`src/hw/ean_params.svh`:
```
/*
 * Constants of the auto-negotiation control block: register offsets, field
 * positions, reset values and timing counts.
 * Assumes a 100 MHz system clock and a 5-bit management register address.
 */
// Summary of operation
// Negotiation strap low: force speed from speed strap, duplex from duplex strap.
// Negotiation strap high: straps pick advertised set 10 HD/FD, 100 HD/FD, both HD, all.
// Strap levels load advertisement bits 8 to 5 at reset.
// Writes to basic control at 00h override strapped behaviour any time after reset; writes during strap capture (st_strap) are dropped.
// Speed and duplex straps never change basic control contents.
// While negotiating, advertisement register 04h is sent as link pulse bursts.
// Summary status speed and duplex bits valid only when forced or complete.
// Resolve common abilities: 100 full, 100 half, 10 full, 10 half.
// Summary status reports completion, resolved duplex and resolved speed.
// Forced mode uses control speed and duplex bits; ignored while negotiation enabled.
// Basic status ability bits fixed set except T4; completion, fault, link, preamble shown.
// All abilities advertised by default; software may clear advertisement bits.
// Each received base or next page word is stored in partner abilities 05h.
// Parallel detect completion loads partner abilities 0081h or 0021h.
// Expansion status shows fault, partner next page, local next page, page, partner able.
// Parallel detect watches both receivers and configures to the one with link.
// Parallel detect completion leaves partner-negotiation-able at zero.
// Anything but exactly one good link during parallel detect sets fault; code sets it only when both links are up.
// Writing one to control bit 9 restarts negotiation.
// Loss of link after negotiation restarts the negotiation.
// Renegotiation holds transmit and pulses for break-link time, then sends bursts.
// After forced straps, software clears then sets control bit 12 to negotiate.
`ifndef EAN_PARAMS_SVH
`define EAN_PARAMS_SVH

`define EAN_REG_CTRL       5'h00
`define EAN_REG_STAT       5'h01
`define EAN_REG_ADV        5'h04
`define EAN_REG_LP         5'h05
`define EAN_REG_EXP        5'h06
`define EAN_REG_SUM        5'h10

`define EAN_CTRL_RESET     15
`define EAN_CTRL_SPEED     13
`define EAN_CTRL_NEG_EN    12
`define EAN_CTRL_RESTART   9
`define EAN_CTRL_DUPLEX    8

`define EAN_STAT_FIXED     16'h7849
`define EAN_STAT_AN_DONE   5
`define EAN_STAT_RFAULT    4
`define EAN_STAT_LINK      2
`define EAN_LP_RFAULT      13
`define EAN_LP_NEXT_PAGE   15

`define EAN_ADV_SELECTOR   16'h0001
`define EAN_ADV_LO         5
`define EAN_ADV_HI         8
`define EAN_ADV_STRAP_00   4'h3
`define EAN_ADV_STRAP_01   4'hC
`define EAN_ADV_STRAP_10   4'h5
`define EAN_ADV_STRAP_11   4'hF
`define EAN_LP_PD_100      16'h0081
`define EAN_LP_PD_10       16'h0021

`define EAN_EXP_PD_FAULT   4
`define EAN_EXP_LP_NP      3
`define EAN_EXP_LOC_NP     2
`define EAN_EXP_PAGE       1
`define EAN_EXP_LP_AN      0

`define EAN_SUM_AN_DONE    4
`define EAN_SUM_DUPLEX     2
`define EAN_SUM_SPEED10    1
`define EAN_SUM_LINK       0

`define EAN_STRAP_SETTLE   2'h3
`define EAN_BREAK_LINK_MS  1500
`define EAN_CLK_PER_MS     100000
`define EAN_TIMER_W        28

`endif

```
`src/hw/ean_pkg.sv`:
```
/*
 * Types of the auto-negotiation control block: management request carrier,
 * negotiation states and the block's whole register state.
 * Assumes ean_params.svh for field widths.
 */
`include "ean_params.svh"

package ean_pkg;

    typedef struct packed {
        logic        wr;
        logic        rd;
        logic [4:0]  addr;
        logic [15:0] wdata;
    } ean_mgmt_req_s;

    typedef enum logic [2:0] {
        st_strap,
        st_forced,
        st_break,
        st_detect,
        st_good
    } ean_state_e;

    typedef struct packed {
        logic [2:0]              strap_meta;
        logic [2:0]              strap_sync;
        logic [1:0]              settle;
        ean_state_e              fsm;
        logic                    ctrl_speed;
        logic                    ctrl_neg_en;
        logic                    ctrl_duplex;
        logic                    ctrl_written;
        logic [15:0]             adv;
        logic [15:0]             lp;
        logic                    pd_fault;
        logic                    page_rcvd;
        logic                    lp_an_able;
        logic                    an_done;
        logic                    res_100;
        logic                    res_full;
        logic                    link_seen;
        logic [`EAN_TIMER_W-1:0] timer;
        logic [15:0]             rdata;
    } ean_regs_s;

endpackage : ean_pkg

```
`src/hw/ean_autoneg.sv`:
```
/*
 * Auto-negotiation control of a 10/100 twisted-pair physical layer device:
 * strap capture, management registers, ability exchange control, priority
 * resolution, parallel detection and break-link renegotiation.
 * Assumes the pulse encoder/decoder and the 10/100 link monitors run on
 * clk_sys_i; only the three strap pins arrive from outside the clock domain.
 */
`timescale 1ns/1ps
`include "ean_params.svh"

module ean_autoneg #(
    parameter int unsigned BREAK_LINK_CYC = `EAN_BREAK_LINK_MS * `EAN_CLK_PER_MS
) (
    input  wire logic                  clk_sys_i,
    input  wire logic                  arst_n_i,
    input  wire logic                  negotiation_strap_i,
    input  wire logic                  speed_strap_i,
    input  wire logic                  duplex_strap_i,
    input  wire ean_pkg::ean_mgmt_req_s mgmt_req_i,
    output logic [15:0]                mgmt_rdata_o,
    input  wire logic                  page_rx_i,
    input  wire logic [15:0]           page_word_i,
    input  wire logic                  link_10_i,
    input  wire logic                  link_100_i,
    output logic                       flp_enable_o,
    output logic                       tx_hold_o,
    output logic [15:0]                adv_word_o,
    output logic                       speed_100_o,
    output logic                       full_duplex_o,
    output logic                       link_up_o,
    output logic                       an_complete_o
);
    import ean_pkg::*;

    localparam logic [`EAN_TIMER_W-1:0] TIMER_LOAD = `EAN_TIMER_W'(BREAK_LINK_CYC - 1);

    ean_regs_s r;
    ean_regs_s next_r;

    logic [3:0]  common;
    logic [2:0]  pick;
    logic        link_ok;
    logic        mode_valid;
    logic        wr_ctrl;
    logic        wr_adv;
    logic        rd_any;
    logic [15:0] stat_word;
    logic [15:0] exp_word;
    logic [15:0] sum_word;

    // Returns {found, speed_100, full}; bit order 100FD, 100HD, 10FD, 10HD
    function automatic logic [2:0] resolve(input logic [3:0] c);
        logic [2:0] res;
        res = 3'h0;
        if (c[3]) begin
            res = 3'h7;
        end else if (c[2]) begin
            res = 3'h6;
        end else if (c[1]) begin
            res = 3'h5;
        end else if (c[0]) begin
            res = 3'h4;
        end
        return res;
    endfunction : resolve

    function automatic logic [3:0] strap_adv(input logic [1:0] s);
        logic [3:0] a;
        case (s)
            2'h0:    a = `EAN_ADV_STRAP_00;
            2'h1:    a = `EAN_ADV_STRAP_01;
            2'h2:    a = `EAN_ADV_STRAP_10;
            default: a = `EAN_ADV_STRAP_11;
        endcase
        return a;
    endfunction : strap_adv

    always_comb begin
        common     = r.adv[`EAN_ADV_HI:`EAN_ADV_LO] & page_word_i[`EAN_ADV_HI:`EAN_ADV_LO];
        pick       = resolve(common);
        link_ok    = r.res_100 ? link_100_i : link_10_i;
        mode_valid = (r.fsm == st_forced) || r.an_done;
        wr_ctrl    = mgmt_req_i.wr && (mgmt_req_i.addr == `EAN_REG_CTRL) && (r.fsm != st_strap);
        wr_adv     = mgmt_req_i.wr && (mgmt_req_i.addr == `EAN_REG_ADV) && (r.fsm != st_strap);
        rd_any     = mgmt_req_i.rd;

        stat_word = `EAN_STAT_FIXED;
        stat_word[`EAN_STAT_AN_DONE] = r.an_done;
        stat_word[`EAN_STAT_RFAULT]  = r.lp[`EAN_LP_RFAULT];
        stat_word[`EAN_STAT_LINK]    = r.link_seen;

        exp_word = 16'h0000;
        exp_word[`EAN_EXP_PD_FAULT] = r.pd_fault;
        exp_word[`EAN_EXP_LP_NP]    = r.lp_an_able & r.lp[`EAN_LP_NEXT_PAGE];
        exp_word[`EAN_EXP_LOC_NP]   = 1'b0;
        exp_word[`EAN_EXP_PAGE]     = r.page_rcvd;
        exp_word[`EAN_EXP_LP_AN]    = r.lp_an_able;

        sum_word = 16'h0000;
        sum_word[`EAN_SUM_AN_DONE] = r.an_done;
        sum_word[`EAN_SUM_DUPLEX]  = mode_valid & r.res_full;
        sum_word[`EAN_SUM_SPEED10] = mode_valid & ~r.res_100;
        sum_word[`EAN_SUM_LINK]    = r.link_seen;

        next_r            = r;
        next_r.strap_meta = {negotiation_strap_i, speed_strap_i, duplex_strap_i};
        next_r.strap_sync = r.strap_meta;

        // Read data, with read-to-clear of the expansion event flags
        if (rd_any) begin
            case (mgmt_req_i.addr)
                `EAN_REG_CTRL: begin
                    next_r.rdata = 16'h0000;
                    next_r.rdata[`EAN_CTRL_SPEED]  = r.ctrl_speed;
                    next_r.rdata[`EAN_CTRL_NEG_EN] = r.ctrl_neg_en;
                    next_r.rdata[`EAN_CTRL_DUPLEX] = r.ctrl_duplex;
                end
                `EAN_REG_STAT: next_r.rdata = stat_word;
                `EAN_REG_ADV:  next_r.rdata = r.adv;
                `EAN_REG_LP:   next_r.rdata = r.lp;
                `EAN_REG_EXP: begin
                    next_r.rdata     = exp_word;
                    next_r.pd_fault  = 1'b0;
                    next_r.page_rcvd = 1'b0;
                end
                `EAN_REG_SUM:  next_r.rdata = sum_word;
                default:       next_r.rdata = 16'h0000;
            endcase
        end

        if (wr_adv) begin
            next_r.adv = mgmt_req_i.wdata;
        end

        if (wr_ctrl) begin
            // Straps never touch the speed and duplex bits, only software does
            next_r.ctrl_speed   = mgmt_req_i.wdata[`EAN_CTRL_SPEED];
            next_r.ctrl_duplex  = mgmt_req_i.wdata[`EAN_CTRL_DUPLEX];
            next_r.ctrl_neg_en  = mgmt_req_i.wdata[`EAN_CTRL_NEG_EN];
            next_r.ctrl_written = 1'b1;
        end

        case (r.fsm)
            st_strap: begin
                // Wait for the synchronised strap levels to settle before capture
                next_r.settle = r.settle + 2'h1;
                if (r.settle == `EAN_STRAP_SETTLE) begin
                    next_r.settle     = 2'h0;
                    next_r.ctrl_neg_en = r.strap_sync[2];
                    next_r.adv        = `EAN_ADV_SELECTOR;
                    next_r.adv[`EAN_ADV_HI:`EAN_ADV_LO] = strap_adv(r.strap_sync[1:0]);
                    if (r.strap_sync[2]) begin
                        next_r.fsm = st_detect;
                    end else begin
                        next_r.fsm      = st_forced;
                        next_r.res_100  = r.strap_sync[1];
                        next_r.res_full = r.strap_sync[0];
                    end
                end
            end

            st_forced: begin
                next_r.an_done   = 1'b0;
                next_r.link_seen = link_ok;
                if (r.ctrl_written) begin
                    next_r.res_100  = r.ctrl_speed;
                    next_r.res_full = r.ctrl_duplex;
                end
                // Only a 0 to 1 edge of the enable starts negotiation here
                if (wr_ctrl && mgmt_req_i.wdata[`EAN_CTRL_NEG_EN]) begin
                    next_r.fsm   = st_break;
                    next_r.timer = TIMER_LOAD;
                end
            end

            st_break: begin
                // Transmit and pulses held off so the partner drops link
                next_r.an_done    = 1'b0;
                next_r.link_seen  = 1'b0;
                next_r.lp_an_able = 1'b0;
                next_r.timer      = r.timer - `EAN_TIMER_W'(1);
                if (r.timer == '0) begin
                    next_r.fsm = st_detect;
                end
            end

            st_detect: begin
                if (page_rx_i) begin
                    next_r.lp         = page_word_i;
                    next_r.page_rcvd  = 1'b1;
                    next_r.lp_an_able = 1'b1;
                    if (pick[2]) begin
                        next_r.res_100 = pick[1];
                        next_r.res_full = pick[0];
                        next_r.an_done = 1'b1;
                        next_r.fsm     = st_good;
                    end
                end else if (link_10_i ^ link_100_i) begin
                    // Parallel detection cannot see duplex, so half is taken
                    next_r.lp         = link_100_i ? `EAN_LP_PD_100 : `EAN_LP_PD_10;
                    next_r.res_100    = link_100_i;
                    next_r.res_full   = 1'b0;
                    next_r.lp_an_able = 1'b0;
                    next_r.an_done    = 1'b1;
                    next_r.fsm        = st_good;
                end else if (link_10_i && link_100_i) begin
                    next_r.pd_fault = 1'b1;
                end
            end

            st_good: begin
                if (page_rx_i) begin
                    next_r.lp        = page_word_i;
                    next_r.page_rcvd = 1'b1;
                end
                if (link_ok) begin
                    next_r.link_seen = 1'b1;
                end else if (r.link_seen) begin
                    next_r.fsm   = st_break;
                    next_r.timer = TIMER_LOAD;
                end
            end

            default: begin
                next_r.fsm = st_strap;
            end
        endcase

        // Control writes take precedence over the sequence above
        if (wr_ctrl) begin
            if (!mgmt_req_i.wdata[`EAN_CTRL_NEG_EN]) begin
                // Forced mode follows the written bits at once
                next_r.fsm      = st_forced;
                next_r.an_done  = 1'b0;
                next_r.res_100  = mgmt_req_i.wdata[`EAN_CTRL_SPEED];
                next_r.res_full = mgmt_req_i.wdata[`EAN_CTRL_DUPLEX];
            end else if (mgmt_req_i.wdata[`EAN_CTRL_RESTART] && r.ctrl_neg_en) begin
                next_r.fsm   = st_break;
                next_r.timer = TIMER_LOAD;
            end
            if (mgmt_req_i.wdata[`EAN_CTRL_RESET]) begin
                // Soft reset re-captures the straps like a hardware reset
                next_r.fsm          = st_strap;
                next_r.settle       = 2'h0;
                next_r.ctrl_speed   = 1'b0;
                next_r.ctrl_duplex  = 1'b0;
                next_r.ctrl_written = 1'b0;
                next_r.lp           = 16'h0000;
                next_r.pd_fault     = 1'b0;
                next_r.page_rcvd    = 1'b0;
                next_r.lp_an_able   = 1'b0;
                next_r.an_done      = 1'b0;
                next_r.link_seen    = 1'b0;
            end
        end
    end

    always_ff @(posedge clk_sys_i or negedge arst_n_i) begin
        if (!arst_n_i) begin
            r.strap_meta   <= 3'h0;
            r.strap_sync   <= 3'h0;
            r.settle       <= 2'h0;
            r.fsm          <= st_strap;
            r.ctrl_speed   <= 1'b0;
            r.ctrl_neg_en  <= 1'b0;
            r.ctrl_duplex  <= 1'b0;
            r.ctrl_written <= 1'b0;
            r.adv          <= `EAN_ADV_SELECTOR;
            r.lp           <= 16'h0000;
            r.pd_fault     <= 1'b0;
            r.page_rcvd    <= 1'b0;
            r.lp_an_able   <= 1'b0;
            r.an_done      <= 1'b0;
            r.res_100      <= 1'b0;
            r.res_full     <= 1'b0;
            r.link_seen    <= 1'b0;
            r.timer        <= '0;
            r.rdata        <= 16'h0000;
        end else begin
            r <= next_r;
        end
    end

    assign mgmt_rdata_o  = r.rdata;
    assign flp_enable_o  = (r.fsm == st_detect);
    assign tx_hold_o     = (r.fsm == st_break);
    assign adv_word_o    = r.adv;
    assign speed_100_o   = r.res_100;
    assign full_duplex_o = r.res_full;
    assign link_up_o     = r.link_seen;
    assign an_complete_o = r.an_done;

endmodule : ean_autoneg

```
`config.mk`:
```
export PLATFORM = sky130hd
export DESIGN_NAME = ean_autoneg
export DESIGN_NICKNAME = d
export VERILOG_FILES = /design/src/hw/ean_pkg.sv /design/src/hw/ean_autoneg.sv
export VERILOG_INCLUDE_DIRS = /design/src /design/src/hw
export SDC_FILE = /design/constraint.sdc
export NUM_CORES = 1
export LEC_CHECK = 0
export BUFFER_PORTS_ARGS = -buffer_cell sky130_fd_sc_hd__buf_2
export CAP_MARGIN = 15
export CORE_MARGIN = 2
export CORE_UTILIZATION = 50
export CTS_CLUSTER_SIZE = 10
export DETAILED_ROUTE_END_ITERATION = 8
export PLACE_DENSITY = 0.68
export SYNTH_ARGS = -nofsm -noshare
export SYNTH_HDL_FRONTEND = slang
export SYNTH_SLANG_ARGS = --single-unit
```
`constraint.sdc`:
```
create_clock -name clk_sys_i -period 3.2 [get_ports clk_sys_i]
set_input_delay 0.16 -clock clk_sys_i [delete_from_list [all_inputs] [get_ports clk_sys_i]]
set_output_delay 0.16 -clock clk_sys_i [all_outputs]
set_load 0.005 [all_outputs]
```
# Word level (Yosys, flattened, before mapping)
# Cells that the tools add are included.
[word_totals]
output_inout_bits = 38
inputBits = 47
word_cells = 117
register_bits = 98
[classes]
add_sub_neg = 2
n_eq_ne = 12
n_reduce_logical = 15
bitwise = 6
mux = 63
[ops]
columns = ["op", "count"]
rows = [
  ["$mux 28", 5],
  ["$mux 16", 6],
  ["$pmux 16 s6", 1],
  ["$pmux 29 s3", 1],
  ["$mux 51", 1],
  ["$mux 3", 15],
  ["$pmux 16 s2", 1],
  ["$logic_not 28->1", 1],
  ["$sub 28x1->28 const B", 1],
  ["$mux 20", 1],
  ["$mux 2", 9],
  ["$eq 5x3->1 const B", 3],
  ["$pmux 3 s5", 1],
  ["$mux 4", 3],
  ["$mux 6", 2],
  ["$pmux 4 s3", 1],
  ["$mux 1", 11],
  ["$mux 8", 1],
  ["$logic_and 1x1->1", 7],
  ["$eq 3x2->1 const B", 2],
  ["$pmux 2 s3", 1],
  ["$eq 5x1->1 const B", 1],
  ["$eq 5x5->1 const B", 1],
  ["$logic_not 5->1", 1],
  ["16 further kinds", 21],
]

# Logic depth before layout (Yosys ltp)
[depth]
ltp_word = 12
mapped_depth = 8
mapped_depth_nobuf = 7

# Worst setup path before layout
# No wires, ideal clock.
[synth_path]
path_kind = "register -> register"
from = "register r[19] (netlist name)"
to = "register r[42] (netlist name)"
period_less_slack_ns = 2.097
setup_ns = 0.126
required_ns = 3.074
arrival_time_ns = 1.971
stages_incl_launch_ff = 7
path_buffers = 1
setup_slack_ns = 1.103
path_cell_list = "dfrtp_1 > or3_1 > buf_6 > nor4_4 > nand3_2 > o311a_1 > a221o_1"
[synth_rtl]
columns = ["element", "line", "text"]
rows = [
  ["start: declaration", "ean_autoneg.sv:37", "ean_regs_s r;"],
  ["start signal: assignment", "ean_autoneg.sv:280", "r <= next_r;"],
]

==> summary by stage <==
Run status
The run finished with clean final reports.

Setup path
The required time reported for the critical path endpoint is around 3.5 ns. STA classifies the critical path endpoint as a flop. The highest net fanout along the worst path is 21. The critical path buffer and inverter count is 0. The critical path is of the reg -> reg type. Data arrives at the worst endpoint at 2.85 ns.

The cell family contributing the most delay on the critical path is compound AO/OA/AOI/OAI gates. The element type at the critical path start is a flop. The signal on the critical path passes through and3b_1 > o21a_1 > a21oi_1 > a22oi_1 > nor2_1. The delay contributed by the slowest stage of the critical path is around 0.85 ns. The library cell contributing the largest single delay on the critical path is a21oi_1.

Logic synthesis
The average cell area after synthesis is 9.151 um2. Counting flops with a built-in enable in the synthesized netlist gives 0. Yosys printed 0 warnings. After synthesis, the largest family of logic cells by area is simple AND/OR/NAND/NOR gates.

The number of nets handed over by synthesis was 648. After synthesis, the netlist uses 65 different library cells. The fraction of the mapped netlist area in simple logic gates is approximately a fifth. The synthesized netlist devotes approximately a fifth of its cell area to compound gates. The synthesized instance count is 593.

Of the synthesized area, sequential elements account for a little under half. The portion of synthesized area spent on multiplexers is ~2.3%. In the synthesized netlist the dominant register cell turns out to be dfrtp_1. After synthesis the cells add up to ~5400 um2. Counting flops and latches in the post-synthesis netlist gives 98. The synthesized netlist devotes approximately 1.8% of its cell area to XOR and XNOR gates. The async set-or-reset flop fraction in the synthesized netlist is between 90% and 100%. Summing the areas of all fa, ha and maj instances in the mapped netlist gives under 10% of the synthesized area.

Clock tree
The worst-skew pair later-pin latency is 0.37 ns. The clock passes through at most 2 buffers. The number of gates resized after CTS is 0. The setup fix buffers added after clock tree synthesis is 0. The H-tree depth is 3.

The clock drives slightly below 100 sinks. Clock tree synthesis inserted a total of 9 buffers. The CTS tree is done. The clock input transition at the sequential cells of the worst setup and hold paths is approximately 0.1 ns.

CTS placed an instance of clkbuf_8 at the clock tree root.

Detailed routing
Wires add up to between 10000 and 15000 um. The DRC marker count from the first detailed-route iteration is 400. After detailed routing, the number of remaining DRC violations is 0. In the routed layout, each cell is associated on average with a via count of ~6.0. The detailed router placed ~4700 vias in this run.

The first TritonRoute pass finished after 5 iterations. The per-cell routed wire length is approximately 18 um. The number of antenna-violating nets in the routed design is 0.

Pwr
Power spread over the standard cell area amounts to approximately 650 nW/um2. The switching power share of the total is 38.91%. The worst-case IR drop observed on VDD is between 0.0003 and 0.0004 V. Summed over all nets, the switching power comes to between 1500 and 2000 uW. The leakage power summed over all cells is around 0.0026 uW. Of the total power, registers draw 48.9%.

The internal power of the cells totals between 2000 and 2500 uW. The clock network power share is between 10% and 20%. The portion of total power attributed to combinational logic is 31.1%.

GRT
The total global-route track usage is approximately 25%. Entering global routing, the biggest net connects 67 pins. The first-pass GRT wire length is approximately 23000 um. After global routing the overflow that remains totals 0. The number of global-route vias before repair was approximately 4500. The number of antenna violations at the first check in global routing is 0.

STA
The final setup skew is around 0.0089 ns. Setup violations remaining at the end of the flow were counted as 0. The worst pin sits at a relative slew slack of between 20 and 30%. Setup repair after global routing left no endpoint under its margin. The slew at the pin closest to its max-slew limit is roughly 1.1 ns.

The number of endpoints with negative hold slack in the final report is 0. The routed design could run at a clock period as short as ~2.6 ns. The final critical path takes up about four fifths of the cycle. The max-slew violation count is 0.

The maximum clock frequency is about 400 MHz. Summed over all failing endpoints, the final setup total negative slack is 0 ns.

Place
The placement-stage cell area is around 5700 um2. After legalization and detailed placement, the total HPWL measured a little over 10000 um. The routability congestion estimate from global placement is a little under 0.9.

The number of I/O port buffers is 84.

Floorplan
The placement row count is 38. The core region is between 10000 and 15000 um2. The number of ports placed on the die boundary is between 80 and 90. The overall die width is about 110 um. The initial core utilization is 50.73%. The die area is ~12000 um2. The die is approximately 110 um tall.

Finish
The share of cells above drive strength 1 is about a fifth. Once layout is done, the placed cells without fillers occupy 5956 um2. In the final design database the tool counted between 600 and 700 nets. The number of antenna diodes in the final layout is 0. Relative to the synthesized area, the layout overhead comes to 9.753%.

Hold path
The class of the tightest hold or removal check is in -> reg.

Run
The total of max-cap violations is 0.
## logic make-up (layout without fill, tap and decap cells)
| kind of cell | count (synthesis) | in the layout |
|---|---|---|
| fa+ha+maj | 8 | 8 |
| compound gates | 158 | 158 |
| simple gates | 212 | 212 |
| flops | 98 | 98 |
| mux | 12 | 12 |
| xor+xnor | 11 | 11 |
| buf+inv | 94 | 142 |
## layout make-up
type | instances | area, um2
Tap cell | 140 | 175.2
Timing Repair Buffer | 100 | 555.5
Inverter | 26 | 97.59
Sequential cell | 98 | 2454
Fill cell | 1007 | 4742
Multi-Input combinational cell | 401 | 2484
Clock buffer | 11 | 151.4
Clock inverter | 5 | 38.79
## synthesized netlist by cell type (5+ instances only)
cell	count	area, um2
a21o_1	8	60.06
o22ai_1	14	87.58
inv_1	26	97.59
xnor2_1	8	70.07
o31ai_1	5	37.54
and3_1	6	37.54
o21ai_0	24	120.1
a31oi_1	10	62.56
nand2_1	71	266.5
nor2_1	43	161.4
buf_2	6	30.03
dfrtp_1	97	2427
nand3b_1	5	37.54
clkbuf_1	24	90.09
a221oi_1	5	43.79
nor4_1	9	56.30
nor3_1	17	85.08
nor2b_1	6	37.54
a21oi_1	40	200.2
mux2i_1	10	100.1
ha_1	8	100.1
buf_4	32	240.2
a22oi_1	18	135.1
or3_1	11	68.82
nand3_1	10	50.05
## what timing repair did
item	CTS	global route
setup endpoints to repair	0	0
hold endpoints to repair	67	0
hold buffers	5	0
## power groups by stage
stage          Clock [uW]  Sequential, uW  Combinational [uW]
6_report              773            1900                1210
3_5_place_dp            0            1900                1190
2_1_floorplan           0            1750                 976
4_1_cts               786            1880                1200
3_3_place_gp            0            1890                1160
5_1_grt               839            1940                1360
## final timing paths
| check | depth (start not counted) | slack [ns] | from | endpoint |
|---|---|---|---|---|
| min in group asynchronous | 2 | 0.43 | arst_n_i | mgmt_rdata_o[6] |
| max reg2reg | 5 | 0.64 | r[89] | r[65] |
| min reg2reg | 0 | 0.36 | next_r[93] | r[93] |
| max in group asynchronous | 3 | 1.99 | arst_n_i | adv_word_o[14] |
| min | 3 | 0.02 | mgmt_req_i[1] | adv_word_o[1] |
| max | 5 | 0.64 | r[89] | r[65] |
## routing by layer
layer  wire [um]  GRT usage, %  vias to the layer above
met5           0             0                        -
met4         293         9.249                        0
met3        1174         5.124                       23
met2        6400         38.95                      213
met1        6514         35.95                     2267
li1            -             -                     2190
## worst register-to-register path, stage by stage, from the launching register on
cell and delay, ns:
dfrtp_1 0.71, and3b_1 0.37, o21a_1 0.25, a21oi_1 0.85
a22oi_1 0.16, nor2_1 0.14
## flip-flops by register name, indices dropped and copies added (netlist names), named ones only
register	flops
full_duplex_o	1
adv_word_o	16
mgmt_rdata_o	16
speed_100_o	1
exp_word	3
an_complete_o	1
link_up_o	1
next_r	3
r	55
## per-stage QoR
stage	std cells	total power [uW]	hold slack, ns	utilization [%]	setup WS (ns)
after global routing	781	4136	0.01257	55.67	0.4607
after detailed placement	760	3089	0.2709	53.43	0.7192
after floorplan	593	2722	-0.1356	-	1.103
final	781	3876	0.01633	55.67	0.6446
after CTS	781	3870	0.007937	55.67	0.7125
after global placement	760	3052	0.2685	53.43	0.7967
## layout by cell type (no fill, tap or decap), drive strengths merged, types with 14 or more instances in the layout
cell,synthesis,routed
a22oi,18,18
dfrtp,97,97
inv,26,26
nor4,14,14
buf,44,95
nor2,43,43
nor3,18,18
a21oi,40,40
o22ai,14,14
nand2,71,71
o21ai,26,26
Note: power is estimated with default switching activity, not from simulation.
